$ cat config.mk
export PLATFORM = sky130hd
export DESIGN_NAME = charger_setting_registers
export DESIGN_NICKNAME = d
export VERILOG_FILES = /design/src/rtl/chg_pkg.sv /design/src/rtl/charger_setting_registers.sv
export SDC_FILE = /design/constraint.sdc
export NUM_CORES = 1
export LEC_CHECK = 0
export BUFFER_PORTS_ARGS = -buffer_cell sky130_fd_sc_hd__buf_2
export CORE_UTILIZATION = 45
export CTS_BUF_LIST = sky130_fd_sc_hd__clkbuf_2
export CTS_CLUSTER_SIZE = 12
export DETAILED_ROUTE_END_ITERATION = 8
export PLACE_DENSITY = 0.64
export RECOVER_POWER = 25
export SLEW_MARGIN = 20
export SYNTH_ARGS = -nofsm -noshare
export SYNTH_HDL_FRONTEND = slang
export SYNTH_SLANG_ARGS = --single-unit
$ cat constraint.sdc
create_clock -name sys_clk -period 8.4 [get_ports sys_clk]
set_input_delay 1.68 -clock sys_clk [delete_from_list [all_inputs] [get_ports sys_clk]]
set_output_delay 1.68 -clock sys_clk [all_outputs]
set_load 0.005 [all_outputs]
$ cat src/rtl/chg_pkg.sv
// constants for the charger setting register bank
package chg_pkg;
    // ===========================================
    // register offsets and widths
    localparam logic [7:0] OFS_CHARGE   = 8'h0F;
    localparam logic [7:0] OFS_MISC     = 8'h10;
    localparam logic [7:0] OFS_DERATE   = 8'h11;
    localparam logic [7:0] OFS_THERM    = 8'h12;
    localparam int         VAL_W        = 12;
    typedef logic [VAL_W-1:0] milli_t;
    // ===========================================
    // field positions
    localparam int POS_LOWBAT  = 5;
    localparam int POS_RECON   = 2;
    localparam int POS_VDERATE = 2;
    localparam int POS_COLD    = 5;
    localparam int POS_HOT     = 2;
    localparam int POS_COOL    = 1;
    // ===========================================
    // values after reset
    localparam logic [3:0] RST_FAST_CHARGE = 4'h6;
    localparam logic [1:0] RST_LOW_BATTERY = 2'h1;
    localparam logic [2:0] RST_RECONNECT   = 3'h3;
    localparam logic [1:0] RST_INPUT_CAP   = 2'h0;
    localparam logic [1:0] RST_V_DERATE    = 2'h2;
    localparam logic [1:0] RST_I_DERATE    = 2'h0;
    localparam logic [2:0] RST_COLD        = 3'h5;
    localparam logic [2:0] RST_HOT         = 3'h3;
    localparam logic       RST_COOL_SEL    = 1'b0;
    localparam logic       RST_MILD_SEL    = 1'b0;
    // ===========================================
    // code ranges and decode figures, in mA and mV
    localparam logic [3:0] FAST_CHARGE_MAX = 4'hE;
    localparam logic [2:0] RECONNECT_MAX   = 3'h5;
    localparam int FAST_BASE_MA   = 400;
    localparam int STEP_100       = 100;
    localparam int RECON_BASE_MV  = 3100;
    localparam int I_DERATE_BASE  = 400;
    localparam int CAP_MA0        = 100;
    localparam int CAP_MA1        = 500;
    localparam int CAP_MA2        = 900;
    localparam int CAP_MA3        = 1500;
    localparam int COLD_REF_MV    = 1725;
    localparam int COLD_REF_CODE  = 5;
    localparam int HOT_REF_MV     = 525;
    localparam int HOT_REF_CODE   = 3;
    localparam int THERM_STEP_MV  = 146;
    localparam int OFFSET_WIDE_MV = 219;
    // ===========================================
    // serial bus engine states, gray along the usual path
    typedef enum logic [3:0] {
        ST_IDLE = 4'h0,
        ST_ADDR = 4'h1,
        ST_AACK = 4'h3,
        ST_PTR  = 4'h2,
        ST_PACK = 4'h6,
        ST_WR   = 4'h7,
        ST_WACK = 4'h5,
        ST_RD   = 4'h4,
        ST_RACK = 4'hC
    } bus_state_t;
endpackage

$ cat src/rtl/charger_setting_registers.sv
// charger setting registers behind a two-wire serial slave
// Operation
// - fast charge 400 mA plus 100 mA steps, default 6
// - weak battery current off/100/200/300 mA, default 1
// - reconnect 3.1 V plus 0.1 V steps, default 3
// - input cap 100/500/900/1500 mA, default 0
// - voltage derate 0..300 mV, default 2
// - current derate 400..700 mA, default 0
// - cold threshold top bits, default 5, 146 mV step
// - hot threshold bits 4:2, default 3, 146 mV step
// - bit1 picks cool offset 146 or 219 mV
// - bit0 picks warm offset 146 or 219 mV
`timescale 1ns/1ns
module charger_setting_registers #(
    parameter logic [6:0] DEV_ADDR = 7'h36
) (
    input  wire logic           sys_clk,
    input  wire logic           rst_n,
    input  wire logic           scl_in,
    input  wire logic           sda_in,
    output logic                sda_out,
    output logic                sda_oe,
    input  wire logic           charger_off,
    input  wire logic           reg_reset_req,
    input  wire logic           host_boost_mode,
    output logic [3:0]          fast_charge_current,
    output logic [1:0]          low_battery_charge_current,
    output logic [2:0]          reconnect_threshold,
    output logic [1:0]          input_current_cap,
    output logic [1:0]          temp_voltage_derate,
    output logic [1:0]          temp_current_derate,
    output logic [2:0]          cold_threshold,
    output logic [2:0]          hot_threshold,
    output logic                cool_offset_select,
    output logic                mild_heat_offset_select,
    output chg_pkg::milli_t     fast_charge_ma,
    output chg_pkg::milli_t     low_battery_ma,
    output chg_pkg::milli_t     reconnect_mv,
    output chg_pkg::milli_t     input_cap_ma,
    output chg_pkg::milli_t     voltage_derate_mv,
    output chg_pkg::milli_t     current_derate_ma,
    output chg_pkg::milli_t     cold_mv,
    output chg_pkg::milli_t     hot_mv,
    output chg_pkg::milli_t     cool_offset_mv,
    output chg_pkg::milli_t     mild_heat_offset_mv
);
    import chg_pkg::*;

    // ===========================================
    // setting fields
    logic [3:0] fast_q;
    logic [2:0] recon_q, cold_q, hot_q;
    logic [1:0] lowbat_q, cap_q, vder_q, ider_q;
    logic       cool_q, mild_q;
    milli_t     fast_ma_q, lowbat_ma_q, recon_mv_q, cap_ma_q, vder_mv_q;
    milli_t     ider_ma_q, cold_mv_q, hot_mv_q, cool_mv_q, mild_mv_q;
    // ===========================================
    // bus engine state
    bus_state_t state_q;
    logic [3:0] bit_cnt_q;
    logic [7:0] shift_q, tx_q, ptr_q;
    logic       scl_q, sda_q, rw_q, nack_q, oe_q, sda_out_q;
    function automatic logic [3:0] clamp4(input logic [3:0] v, input logic [3:0] mx);
        clamp4 = (v > mx) ? mx : v;
    endfunction
    function automatic milli_t dec_fast(input logic [3:0] c);
        dec_fast = VAL_W'(FAST_BASE_MA + STEP_100 * int'(c));
    endfunction
    function automatic milli_t dec_recon(input logic [2:0] c);
        dec_recon = VAL_W'(RECON_BASE_MV + STEP_100 * int'(c));
    endfunction
    function automatic milli_t dec_cap(input logic [1:0] c);
        dec_cap = (c == 2'h0) ? VAL_W'(CAP_MA0) : (c == 2'h1) ? VAL_W'(CAP_MA1) :
                  (c == 2'h2) ? VAL_W'(CAP_MA2) : VAL_W'(CAP_MA3);
    endfunction
    function automatic milli_t dec_therm(input logic [2:0] c, input int ref_mv, input int ref_code);
        dec_therm = VAL_W'(ref_mv + THERM_STEP_MV * (int'(c) - ref_code));
    endfunction
    function automatic milli_t dec_offset(input logic wide);
        dec_offset = wide ? VAL_W'(OFFSET_WIDE_MV) : VAL_W'(THERM_STEP_MV);
    endfunction
    // ===========================================
    // bus decode
    wire       scl_rise   = scl_in & ~scl_q;
    wire       scl_fall   = ~scl_in & scl_q;
    wire       start_cond = scl_in & scl_q & sda_q & ~sda_in;
    wire       stop_cond  = scl_in & scl_q & ~sda_q & sda_in;
    wire       byte_done  = (bit_cnt_q == 4'h8);
    wire       addr_hit   = (shift_q[7:1] == DEV_ADDR);
    wire       in_rx      = (state_q == ST_ADDR) || (state_q == ST_PTR) || (state_q == ST_WR);
    wire       wr_stb     = scl_fall && (state_q == ST_WR) && byte_done;
    // any of the documented reset events; held as a level, so the fields stay at default
    wire       reload     = charger_off | reg_reset_req | host_boost_mode;
    // reserved bits and unmapped offsets read back as zero
    wire [7:0] rd_data    = (ptr_q == OFS_CHARGE) ? {4'h0, fast_q} :
                            (ptr_q == OFS_MISC)   ? {1'b0, lowbat_q, recon_q, cap_q} :
                            (ptr_q == OFS_DERATE) ? {4'h0, vder_q, ider_q} :
                            (ptr_q == OFS_THERM)  ? {cold_q, hot_q, cool_q, mild_q} : 8'h00;
    wire [3:0] recon_clamp = clamp4({1'b0, shift_q[POS_RECON +: 3]}, {1'b0, RECONNECT_MAX});
    // ===========================================
    // serial slave: inputs sampled on sys_clk, so bus rates near a quarter of it are out of reach
    always_ff @(posedge sys_clk or negedge rst_n) begin
        if (!rst_n) begin
            state_q   <= ST_IDLE;
            scl_q     <= 1'b1;
            sda_q     <= 1'b1;
            bit_cnt_q <= 4'h0;
            shift_q   <= 8'h00;
            tx_q      <= 8'h00;
            ptr_q     <= 8'h00;
            rw_q      <= 1'b0;
            nack_q    <= 1'b0;
            oe_q      <= 1'b0;
            sda_out_q <= 1'b0;
        end else begin
            scl_q     <= scl_in;
            sda_q     <= sda_in;
            sda_out_q <= 1'b0;
            if (start_cond) begin
                state_q   <= ST_ADDR;
                bit_cnt_q <= 4'h0;
                oe_q      <= 1'b0;
            end else if (stop_cond) begin
                state_q <= ST_IDLE;
                oe_q    <= 1'b0;
            end else if (scl_rise) begin
                if (in_rx) begin
                    shift_q   <= {shift_q[6:0], sda_in};
                    bit_cnt_q <= bit_cnt_q + 4'h1;
                end else if (state_q == ST_RD) begin
                    bit_cnt_q <= bit_cnt_q + 4'h1;
                end else if (state_q == ST_RACK) begin
                    nack_q <= sda_in;
                end
            end else if (scl_fall) begin
                case (state_q)
                    ST_ADDR: begin
                        if (byte_done) begin
                            state_q   <= addr_hit ? ST_AACK : ST_IDLE;
                            oe_q      <= addr_hit;
                            rw_q      <= shift_q[0];
                            bit_cnt_q <= 4'h0;
                        end
                    end
                    ST_AACK, ST_RACK: begin
                        if (state_q == ST_RACK && nack_q) begin
                            state_q <= ST_IDLE;
                            oe_q    <= 1'b0;
                        end else if (rw_q) begin
                            state_q   <= ST_RD;
                            tx_q      <= rd_data;
                            oe_q      <= ~rd_data[7];
                            ptr_q     <= ptr_q + 8'h01;
                            bit_cnt_q <= 4'h0;
                        end else begin
                            state_q <= ST_PTR;
                            oe_q    <= 1'b0;
                        end
                    end
                    ST_PTR: begin
                        if (byte_done) begin
                            state_q   <= ST_PACK;
                            oe_q      <= 1'b1;
                            ptr_q     <= shift_q;
                            bit_cnt_q <= 4'h0;
                        end
                    end
                    ST_PACK, ST_WACK: begin
                        state_q <= ST_WR;
                        oe_q    <= 1'b0;
                    end
                    ST_WR: begin
                        if (byte_done) begin
                            state_q   <= ST_WACK;
                            oe_q      <= 1'b1;
                            ptr_q     <= ptr_q + 8'h01;
                            bit_cnt_q <= 4'h0;
                        end
                    end
                    ST_RD: begin
                        if (byte_done) begin
                            state_q   <= ST_RACK;
                            oe_q      <= 1'b0;
                            bit_cnt_q <= 4'h0;
                        end else begin
                            tx_q <= {tx_q[6:0], 1'b0};
                            oe_q <= ~tx_q[6];
                        end
                    end
                    default: begin
                        state_q <= ST_IDLE;
                        oe_q    <= 1'b0;
                    end
                endcase
            end
        end
    end
    // ===========================================
    // setting fields; a reset event beats a write in the same cycle
    always_ff @(posedge sys_clk or negedge rst_n) begin
        if (!rst_n) begin
            fast_q   <= RST_FAST_CHARGE;
            lowbat_q <= RST_LOW_BATTERY;
            recon_q  <= RST_RECONNECT;
            cap_q    <= RST_INPUT_CAP;
            vder_q   <= RST_V_DERATE;
            ider_q   <= RST_I_DERATE;
            cold_q   <= RST_COLD;
            hot_q    <= RST_HOT;
            cool_q   <= RST_COOL_SEL;
            mild_q   <= RST_MILD_SEL;
        end else if (reload) begin
            {fast_q, lowbat_q, recon_q, cap_q, vder_q, ider_q, cold_q, hot_q, cool_q, mild_q} <=
                {RST_FAST_CHARGE, RST_LOW_BATTERY, RST_RECONNECT, RST_INPUT_CAP, RST_V_DERATE,
                 RST_I_DERATE, RST_COLD, RST_HOT, RST_COOL_SEL, RST_MILD_SEL};
        end else if (wr_stb) begin
            case (ptr_q)
                OFS_CHARGE: fast_q <= clamp4(shift_q[3:0], FAST_CHARGE_MAX);
                OFS_MISC: begin
                    lowbat_q <= shift_q[POS_LOWBAT +: 2];
                    recon_q  <= recon_clamp[2:0];
                    cap_q    <= shift_q[1:0];
                end
                OFS_DERATE: begin
                    vder_q <= shift_q[POS_VDERATE +: 2];
                    ider_q <= shift_q[1:0];
                end
                OFS_THERM: begin
                    cold_q <= shift_q[POS_COLD +: 3];
                    hot_q  <= shift_q[POS_HOT +: 3];
                    cool_q <= shift_q[POS_COOL];
                    mild_q <= shift_q[0];
                end
                default: ;
            endcase
        end
    end
    // ===========================================
    // decoded physical values, one cycle behind the fields
    always_ff @(posedge sys_clk or negedge rst_n) begin
        if (!rst_n) begin
            fast_ma_q   <= dec_fast(RST_FAST_CHARGE);
            lowbat_ma_q <= VAL_W'(STEP_100 * int'(RST_LOW_BATTERY));
            recon_mv_q  <= dec_recon(RST_RECONNECT);
            cap_ma_q    <= dec_cap(RST_INPUT_CAP);
            vder_mv_q   <= VAL_W'(STEP_100 * int'(RST_V_DERATE));
            ider_ma_q   <= VAL_W'(I_DERATE_BASE + STEP_100 * int'(RST_I_DERATE));
            cold_mv_q   <= dec_therm(RST_COLD, COLD_REF_MV, COLD_REF_CODE);
            hot_mv_q    <= dec_therm(RST_HOT, HOT_REF_MV, HOT_REF_CODE);
            cool_mv_q   <= dec_offset(RST_COOL_SEL);
            mild_mv_q   <= dec_offset(RST_MILD_SEL);
        end else begin
            fast_ma_q   <= dec_fast(fast_q);
            lowbat_ma_q <= VAL_W'(STEP_100 * int'(lowbat_q));
            recon_mv_q  <= dec_recon(recon_q);
            cap_ma_q    <= dec_cap(cap_q);
            vder_mv_q   <= VAL_W'(STEP_100 * int'(vder_q));
            ider_ma_q   <= VAL_W'(I_DERATE_BASE + STEP_100 * int'(ider_q));
            cold_mv_q   <= dec_therm(cold_q, COLD_REF_MV, COLD_REF_CODE);
            hot_mv_q    <= dec_therm(hot_q, HOT_REF_MV, HOT_REF_CODE);
            cool_mv_q   <= dec_offset(cool_q);
            mild_mv_q   <= dec_offset(mild_q);
        end
    end
    assign sda_out                    = sda_out_q;
    assign sda_oe                     = oe_q;
    assign fast_charge_current        = fast_q;
    assign low_battery_charge_current = lowbat_q;
    assign reconnect_threshold        = recon_q;
    assign input_current_cap          = cap_q;
    assign temp_voltage_derate        = vder_q;
    assign temp_current_derate        = ider_q;
    assign cold_threshold             = cold_q;
    assign hot_threshold              = hot_q;
    assign cool_offset_select         = cool_q;
    assign mild_heat_offset_select    = mild_q;
    assign fast_charge_ma             = fast_ma_q;
    assign low_battery_ma             = lowbat_ma_q;
    assign reconnect_mv               = recon_mv_q;
    assign input_cap_ma               = cap_ma_q;
    assign voltage_derate_mv          = vder_mv_q;
    assign current_derate_ma          = ider_ma_q;
    assign cold_mv                    = cold_mv_q;
    assign hot_mv                     = hot_mv_q;
    assign cool_offset_mv             = cool_mv_q;
    assign mild_heat_offset_mv        = mild_mv_q;
endmodule

==> impl_metrics.json, run 1 <==
{
  "outcome": "complete, but fails checks",
  "violations": "capacitance limit, slew limit",
  "arrival_ns": 4.90,
  "min_path_type": "register to register",
  "num_rows": 45,
  "path_clk_slew_ns": 0.18,
  "post-route-min-period_ns": 4.14,
  "vias": 5072,
  "drive_gt1_frac": 0.234,
  "root_buffer": "clkbuf_2",
  "grt_antenna_before_repair": 0,
  "syn_avg_cell_area_um2": 10.1,
  "hold_path_depth": 0,
  "multiInputGateArea_mm2": 0.00340,
  "synth-edff-count": 0,
  "synthFlopType": "dfrtp_1",
  "drt_iter0_drc": 279,
  "startpoint_type": "input port",
  "die_w_um": 128,
  "ys_seq_elements": 125,
  "cp-end-kind": "async pin",
  "path_cells": "clkbuf_1, buf_4",
  "n_fill_cell": 1452,
  "tritoncts": "built",
  "diodes": 0,
  "die_area_mm2": 0.0163,
  "coreArea_mm2": 0.0153,
  "mostFrequentLayoutCell": "buf_2",
  "synth_async_sr_flop_share": 1.00,
  "final_cell_mix": "buf_2, dfrtp_1, nand2_1, ha_1, inv_1",
  "power.density_mw_per_mm2": 187,
  "grt_use_total": 0.187,
  "irDropWorstVdd_mv": 0.0965,
  "finalNetCount": 861,
  "path_delay_family": "buffers and inverters",
  "synthTopCellsByArea": "dfrtp_1, dfstp_2, ha_1",
  "r2r-start": "cold_threshold[0]",
  "min_from": "temp_voltage_derate[1]",
  "finalWeightedCongestion": 0.849,
  "drv_slew": 64,
  "final_area_mm2": 0.00778,
  "cts_resized": 0,
  "yosysUniqueCellTypes": 67,
  "h-tree-depth": 4,
  "cts_setup_buffers": 0,
  "crit_type": "input port to async pin",
  "layout.cells.non_filler": 1016,
  "grt_max_degree": 64,
  "numCtsBuffers": 17,
  "port-buffer-count": 105,
  "first_pass_iters": 4,
  "syn2layout_area_growth_pct": 9.11,
  "grt_first_pass_wirelength_mm": 24.0,
  "drc": 0,
  "synth_cells": 703,
  "setup_viol": 0,
  "slowest_stage": "clkbuf_1",
  "max_freq_mhz": 242,
  "wl_per_cell_um": 14.1,
  "routed_wl_mm": 14.4,
  "final.setup.tns_ns": 0,
  "holdWs_ns": 0.462,
  "path_buf_inv": 2,
  "crit_fanout": 63,
  "slew_headroom": -1.17,
  "ys_seq_area_frac": 0.446,
  "drtAntennaViolNets": 0,
  "grt_overflow_total": 0,
  "slowest_delay_ns": 2.25,
  "place_area_mm2": 0.00756,
  "tightest_slew_ns": 3.26,
  "max-clock-path-buffers": 2,
  "vias_per_cell": 4.99,
  "ios": 152,
  "first_global_vias": 4833,
  "yosysTopAreaCellShare": 0.291,
  "hold_viol": 0,
  "finalCritPeriodShare": 0.492,
  "cts.sinks": 125,
  "reg2reg_depth": 12,
  "synth_area_mm2": 0.00713,
  "ys.warnings.count": 0,
  "r2r-end": "cold_mv[11]",
  "start_util": 0.465,
  "r2r_slack_ns": 5.07,
  "drv_cap": 1,
  "clock_latency_ns": 0.70,
  "die_h_um": 128,
  "dp_cells": 984,
  "finClkSkew_ns": 0.0180,
  "synth_area_leader_cell": "dfrtp_1",
  "worstPathRequired_ns": 9.16,
  "sequential_cell_area_mm2": 0.00318,
  "min_to": "voltage_derate_mv[3]",
  "cts_hold_buf": 0,
  "leakagePower_nw": 3.92,
  "rsz0062_at_grt": "false",
  "dp_hpwl_mm": 10.5
}
[report_power, final]
| part | switching, mW | total (mW) | internal (mW) |
|---|---|---|---|
| Clock | 0.225 | 0.356 | 0.132 |
| Sequential | 0.0945 | 0.743 | 0.648 |
| Combinational | 0.206 | 0.354 | 0.148 |
[stage by stage]
step | util | power (mW) | setup slack, ns
final | 0.508 | 1.45 | 4.26
after global routing | 0.508 | 1.55 | 3.52
after CTS | 0.508 | 1.46 | 5.11
after detailed placement | 0.494 | 1.10 | 4.71
after global placement | 0.494 | 1.10 | 4.76
after floorplan | - | 1.02 | 5.21
[registers in the layout, indices dropped and copies added, names as in the netlist, 7 cells and up]
register        cells
reconnect_mv       10
tx_q                7
shift_q             8
ptr_q               8
hot_mv             11
cold_mv            11
fast_charge_ma     10
[Yosys cell counts (all sizes together), types with 9 or more instances]
cell type / n
dfrtp: 83
nand2: 66
buf: 63
ha: 60
inv: 48
dfstp: 42
nor2: 42
o21ai: 39
a21oi: 30
xnor2: 26
mux2i: 20
xor2: 19
clkbuf: 18
nor3: 13
nand3: 12
a31oi: 11
nor2b: 9
[layer usage]
metal,vias to the layer above,wire [um],GRT usage
met5,-,0,0
met4,0,192,0.0630
met3,18,794,0.0413
met2,177,6740,0.305
met1,2411,6630,0.247
li1,2466,-,-
[layout make-up]
class | count | area share
inverters | 48 | 0.0232
clock inverters | 14 | 0.0166
multi-input cells | 493 | 0.437
clock buffers | 18 | 0.0116
flip-flops and latches | 125 | 0.409
repair buffers | 107 | 0.0690
well taps | 211 | 0.0340
[kinds of logic after synthesis]
logic type	Yosys count	share of synthesized area
compound gates	122	0.107
simple gates	190	0.136
flops	125	0.446
mux	27	0.0397
xor+xnor	46	0.0585
fa+ha+maj	62	0.111
buf+inv	129	0.100
other cells	2	0.00105
[worst max-delay path by stage]
stage | slack (ns) | cells after the start | end | startpoint
2_1_floorplan | 5.21 | 6 | shift_q[1] | sda_in
3_3_place_gp | 4.76 | 7 | ptr_q[0] | scl_in
3_5_place_dp | 4.71 | 7 | ptr_q[0] | scl_in
4_1_cts | 5.11 | 1 | cold_threshold[2] | cold_threshold[2]
5_1_grt | 3.52 | 2 | cool_offset_mv[3] | rst_n
6_report | 4.26 | 2 | low_battery_charge_current[1] | rst_n
Note: power is estimated with default switching activity, not from simulation.
==> run 2, diff against run 1 <==
Settings changed: ABC_AREA from default to 1, PLACE_DENSITY 0.64 to 0.66.
Clock period 8.4 ns to 3.5 ns, I/O delays scaled along.
==> run 2 against run 1 <==
The flow still finishes with violations (capacitance limit, slew limit). Register-to-register slack got worse by 4.8 ns. Utilization up 0.63 points. Non-clock buffer count stayed put. Global-route usage up 0.20 points. Synthesized area rose by 3.1%. Clock power grew to 2.9 times the previous value. Combinational power increased by 82%. Die area increased by 3.0%. Synthesized cell count increased by 26%. Via count grew 13%. Sequential share of layout area is 2.0 points lower. Sequential power rose by 120%. Critical endpoint is now cold_mv[11]. Largest cell class unchanged.
==> impl_metrics.json, run 2 <==
{
  "outcome": "complete, but fails checks",
  "violations": "capacitance limit, slew limit",
  "numCtsBuffers": 17,
  "min_from": "scl_in",
  "die_w_um": 130,
  "coreArea_mm2": 0.0159,
  "path_clk_slew_ns": 0.21,
  "grt_overflow_total": 0,
  "pwr-share-clk": 0.314,
  "layout.cells.non_filler": 1225,
  "n_fill_cell": 1521,
  "use_met1": 0.246,
  "grt_use_total": 0.189,
  "drv_cap": 1,
  "crit_fanout": 6,
  "comb_power_share": 0.192,
  "ys_seq_elements": 125,
  "grt_first_pass_wirelength_mm": 24.4,
  "cts.sinks": 125,
  "grt_antenna_before_repair": 0,
  "drtAntennaViolNets": 0,
  "irDropWorstVdd_mv": 0.213,
  "worstPathRequired_ns": 4.10,
  "path_buf_inv": 3,
  "first_pass_iters": 5,
  "syn_avg_cell_area_um2": 8.27,
  "drt_iter0_drc": 369,
  "cp-end-kind": "register",
  "finClkSkew_ns": 0.0319,
  "max_freq_mhz": 311,
  "path_cells": "inv_1, ha_1, xor2_1, inv_1, ha_1, ha_1, ha_1, ha_1, inv_1, o21bai_1, xnor2_1, nand4_1, nand2_1, nand2_1",
  "slowest_stage": "dfstp_1",
  "r2r-start": "cold_threshold[0]",
  "final.setup.tns_ns": 0,
  "seq_power_share": 0.494,
  "drive_gt1_frac": 0.200,
  "crit_top_cell": "ha_1",
  "vias_per_cell": 4.68,
  "synth_area_mm2": 0.00735,
  "power.switching_mw": 1.02,
  "slew_headroom": -0.509,
  "tightest_slew_ns": 2.26,
  "startpoint": "cold_threshold[0]",
  "grt_max_degree": 85,
  "drv_slew": 42,
  "vias": 5736,
  "root_buffer": "clkbuf_2",
  "max-clock-path-buffers": 2,
  "synthFlopType": "dfrtp_1",
  "leakagePower_nw": 4.51,
  "final_area_mm2": 0.00817,
  "finalNetCount": 1065,
  "synth_area_leader_cell": "dfrtp_1",
  "num_rows": 46,
  "top_usage_layer": "met2",
  "diodes": 0,
  "power.density_mw_per_mm2": 411,
  "ios": 152,
  "synth_cells": 888,
  "die_area_mm2": 0.0168,
  "arrival_ns": 3.82,
  "dp_cells": 1192,
  "finalCritPeriodShare": 0.920,
  "drc": 0,
  "dp_hpwl_mm": 11.3,
  "switching_share": 0.304,
  "post-route-min-period_ns": 3.22,
  "cts_setup_buffers": 0,
  "yosysUniqueCellTypes": 40,
  "clock_latency_ns": 0.71,
  "h-tree-depth": 4,
  "hold_viol": 0,
  "mostFrequentLayoutCell": "nand2_1",
  "ys_seq_area_frac": 0.433,
  "synthTopCellsByArea": "dfrtp_1, dfstp_2, nand2_1",
  "routed_wl_mm": 15.0,
  "path_delay_family": "adder cells",
  "min_path_type": "input port to register",
  "synth-edff-count": 0,
  "slowest_delay_ns": 0.61,
  "tritoncts": "built",
  "start_util": 0.462,
  "finalWeightedCongestion": 0.894,
  "totalPowerFinal_mw": 3.35,
  "rsz0062_at_grt": "false",
  "startpoint_type": "register",
  "die_h_um": 130,
  "place_area_mm2": 0.00788,
  "port-buffer-count": 105,
  "setup_viol": 0,
  "synth_async_sr_flop_share": 1.00,
  "yosysTopAreaCellShare": 0.283,
  "use_met2": 0.310,
  "synth_common_cells": "nand2_1, inv_1, dfrtp_1",
  "ys.warnings.count": 0,
  "first_global_vias": 5140,
  "power.internal_mw": 2.33,
  "synth.most_common_cell": "nand2_1",
  "use_met3": 0.0414,
  "wl_per_cell_um": 12.3,
  "final_cell_mix": "nand2_1, inv_1, buf_2, dfrtp_1, nor2_1",
  "syn2layout_area_growth_pct": 11.2,
  "crit_type": "register to register"
}
## run 2: power by group through the flow
stage / registers (mW) / clock network, mW / logic [mW]
2_1_floorplan: 1.70 / 0 / 0.434
6_report: 1.66 / 1.05 / 0.645
4_1_cts: 1.66 / 1.09 / 0.652
3_5_place_dp: 1.69 / 0 / 0.646
5_1_grt: 1.68 / 1.15 / 0.754
3_3_place_gp: 1.69 / 0 / 0.636
## run 2: final timing paths
kind | slack, ns | depth (start not counted) | endpoint
max reg2reg | 0.28 | 14 | cold_mv[11]
max in group asynchronous | 0.98 | 3 | hot_mv[3]
max | 0.28 | 14 | cold_mv[11]
min reg2reg | 0.44 | 0 | voltage_derate_mv[3]
min | 0.1 | 1 | scl_q
min in group asynchronous | 1.17 | 2 | current_derate_ma[9]
## run 2: worst reg2reg max path, cell delays in order, from the launching register on
cell and delay [ns]:
dfstp_1 0.61, inv_1 0.12, ha_1 0.22, xor2_1 0.34, inv_1 0.09, ha_1 0.29
ha_1 0.20, ha_1 0.19, ha_1 0.32, inv_1 0.09, o21bai_1 0.08, xnor2_1 0.31
nand4_1 0.13, nand2_1 0.07, nand2_1 0.05
## run 2: kinds of logic after synthesis
kind of cell / Yosys count / share of synthesized area
buffers and inverters: 185 / 0.125
AND/OR/NAND/NOR: 400 / 0.232
XOR/XNOR: 32 / 0.0382
other: 2 / 0.00102
adder cells (fa/ha/maj): 62 / 0.108
flip-flops: 125 / 0.433
AO/OA/AOI/OAI: 82 / 0.0639
## run 2: timing repair
| item | CTS | global route |
|---|---|---|
| gates resized for setup | 0 | 0 |
| hold buffers | 1 | 0 |
| endpoints found under the hold margin | 25 | 0 |
## run 2: metal layers
layer,vias up,part of all wire
met4,0,0.018
met3,21,0.047
met2,165,0.48
met1,2631,0.46
met5,-,0
li1,2919,-
## run 2: final cells by class
class                           instances  area, um2  area share
Multi-Input combinational cell        622       3420       0.418
Sequential cell                       125       3180       0.389
Timing Repair Buffer                  107        552      0.0676
Inverter                              123        464      0.0568
Tap cell                              216        270      0.0331
Clock inverter                         14        194      0.0237
Clock buffer                           18       90.1      0.0110
## run 2: stage by stage
| stage | worst slack, ns | hold slack, ns | utilization |
|---|---|---|---|
| 3_3_place_gp | 0.453 | 0.393 | 0.496 |
| 4_1_cts | 0.315 | 0.0327 | 0.514 |
| 2_1_floorplan | 0.589 | 0.384 | - |
| 5_1_grt | 0.0977 | 0.0372 | 0.514 |
| 6_report | 0.280 | 0.0972 | 0.514 |
| 3_5_place_dp | 0.370 | 0.395 | 0.496 |
==> run 3, diff against run 2 <==
Settings changed: CORE_ASPECT_RATIO from default to 0.9, CTS_CLUSTER_SIZE 12 to 10.
==> run 3 against run 2 <==
The run still ends with capacitance limit, slew limit left. Non-clock buffer count shrank 1. Via count barely moved. Sequential share of layout area rose by 0.53 points. Hold slack gained 0.021 ns. Critical path depth did not move. Register-to-register slack improved by 0.11 ns. Routed wire length increased by 2.6%. Largest power group unchanged.
==> impl_metrics.json, run 3 (synthesized netlist as in run 2, its figures left out) <==
{
  "power.internal_mw": 2.12,
  "cts_resized": 0,
  "drive_gt1_frac": 0.207,
  "diodes": 0,
  "vias": 5734,
  "ios": 152,
  "mostFrequentLayoutCell": "nand2_1",
  "r2r-start": "cold_threshold[0]",
  "startpoint": "cold_threshold[0]",
  "irDropWorstVdd_mv": 0.233,
  "rsz0062_at_grt": "false",
  "grt_use_total": 0.198,
  "min_path_type": "input port to register",
  "finalWeightedCongestion": 0.864,
  "tritoncts": "built",
  "first_global_vias": 5167,
  "cts_setup_buffers": 0,
  "seq_power_share": 0.528,
  "holdWs_ns": 0.119,
  "final.setup.tns_ns": 0,
  "tightest_slew_ns": 3.00,
  "switching_share": 0.325,
  "final_core_util": 0.515,
  "power.density_mw_per_mm2": 391,
  "h-tree-depth": 4,
  "start_util": 0.469,
  "grt_antenna_before_repair": 0,
  "numCtsBuffers": 17,
  "crit_type": "register to register",
  "slew_headroom": -0.999,
  "max_freq_mhz": 322,
  "drt_iter0_drc": 287,
  "power.switching_mw": 1.02,
  "coreArea_mm2": 0.0157,
  "syn2layout_area_growth_pct": 9.67,
  "n_fill_cell": 1514,
  "totalPowerFinal_mw": 3.15,
  "finClkSkew_ns": 0.0342,
  "dp_hpwl_mm": 11.6,
  "startpoint_type": "register",
  "drtAntennaViolNets": 0,
  "pwr-share-clk": 0.266,
  "outcome": "complete, but fails checks",
  "max-clock-path-buffers": 2,
  "cp-end-kind": "register",
  "die_h_um": 123,
  "arrival_ns": 3.72,
  "drc": 0,
  "clock_latency_ns": 0.70,
  "drv_slew": 126,
  "first_pass_iters": 4,
  "wl_per_cell_um": 12.7,
  "comb_power_share": 0.206,
  "grt_first_pass_wirelength_mm": 25.7,
  "drv_cap": 1,
  "grt_max_degree": 126,
  "grt_overflow_total": 0,
  "final_cell_mix": "nand2_1, inv_1, buf_2, dfrtp_1, nor2_1",
  "port-buffer-count": 105,
  "setup_viol": 0,
  "leakagePower_nw": 4.48,
  "min_from": "sda_in",
  "vias_per_cell": 4.74,
  "root_buffer": "clkbuf_2",
  "crit_fanout": 6,
  "die_area_mm2": 0.0168,
  "cts_hold_buf": 0,
  "post-route-min-period_ns": 3.11,
  "hold_viol": 0,
  "finalCritPeriodShare": 0.888,
  "violations": "capacitance limit, slew limit",
  "path_clk_slew_ns": 0.20,
  "num_rows": 43,
  "die_w_um": 137,
  "cts.sinks": 125,
  "worstPathRequired_ns": 4.11,
  "routed_wl_mm": 15.4,
  "finalNetCount": 1064
}
## run 3: cell count changes in the layout (fill, tap and decap cells not counted), sizes merged
cell         previous run  this run
clkinvlp                4         3
inv                   125       126
clkbuf                 21        23
dlygate4sd3             1         0
buf                   103       102
bufinv                  4         1
clkinv                  4         6
## run 3: area by class of cell
type,instances,area [um2],share of cell area
inverters,123,464,0.0576
repair buffers,106,531,0.0658
clock buffers,19,95.1,0.0118
clock inverters,13,118,0.0146
flip-flops and latches,125,3180,0.395
multi-input cells,622,3420,0.424
well taps,202,253,0.0314
## run 3: metrics by stage
stage / setup WS, ns / std cells / cell area (um2)
after floorplan: 0.589 / 932 / 7510
final: 0.392 / 1210 / 8060
after CTS: 0.353 / 1210 / 8070
after global routing: 0.0864 / 1210 / 8060
after detailed placement: 0.359 / 1178 / 7860
after global placement: 0.443 / 1178 / 7860
## run 3: worst paths after layout
path	to	slack, ns	cells past startpoint
max in group asynchronous	state_q[0]	0.70	2
min in group asynchronous	cold_mv[11]	1.01	2
min reg2reg	voltage_derate_mv[3]	0.41	0
min	sda_q	0.12	1
max reg2reg	cold_mv[11]	0.39	14
max	cold_mv[11]	0.39	14
## run 3: per-layer routing
layer / vias up / track usage / wire [um]
li1: 2924 / - / -
met5: - / 0 / 0
met1: 2649 / 0.281 / 7520
met3: 5 / 0.0447 / 845
met2: 156 / 0.308 / 6960
met4: 0 / 0.0458 / 81
## run 3: worst max-delay path, stage by stage (launching register included)
cell and delay [ns]:
dfstp_2 0.59, inv_1 0.10, ha_1 0.22, xor2_1 0.32, inv_1 0.09, ha_1 0.28, ha_1 0.20, ha_1 0.19
ha_1 0.32, inv_1 0.09, o21bai_1 0.08, xnor2_1 0.30, nand4_1 0.14, nand2_1 0.07, nand2_1 0.04
## run 3: power by group through the flow
stage	sequential (mW)	clock [mW]	combinational, mW
6_report	1.66	0.839	0.648
5_1_grt	1.68	0.933	0.761
4_1_cts	1.66	0.875	0.659
3_5_place_dp	1.69	0	0.656
3_3_place_gp	1.68	0	0.646
2_1_floorplan	1.70	0	0.434
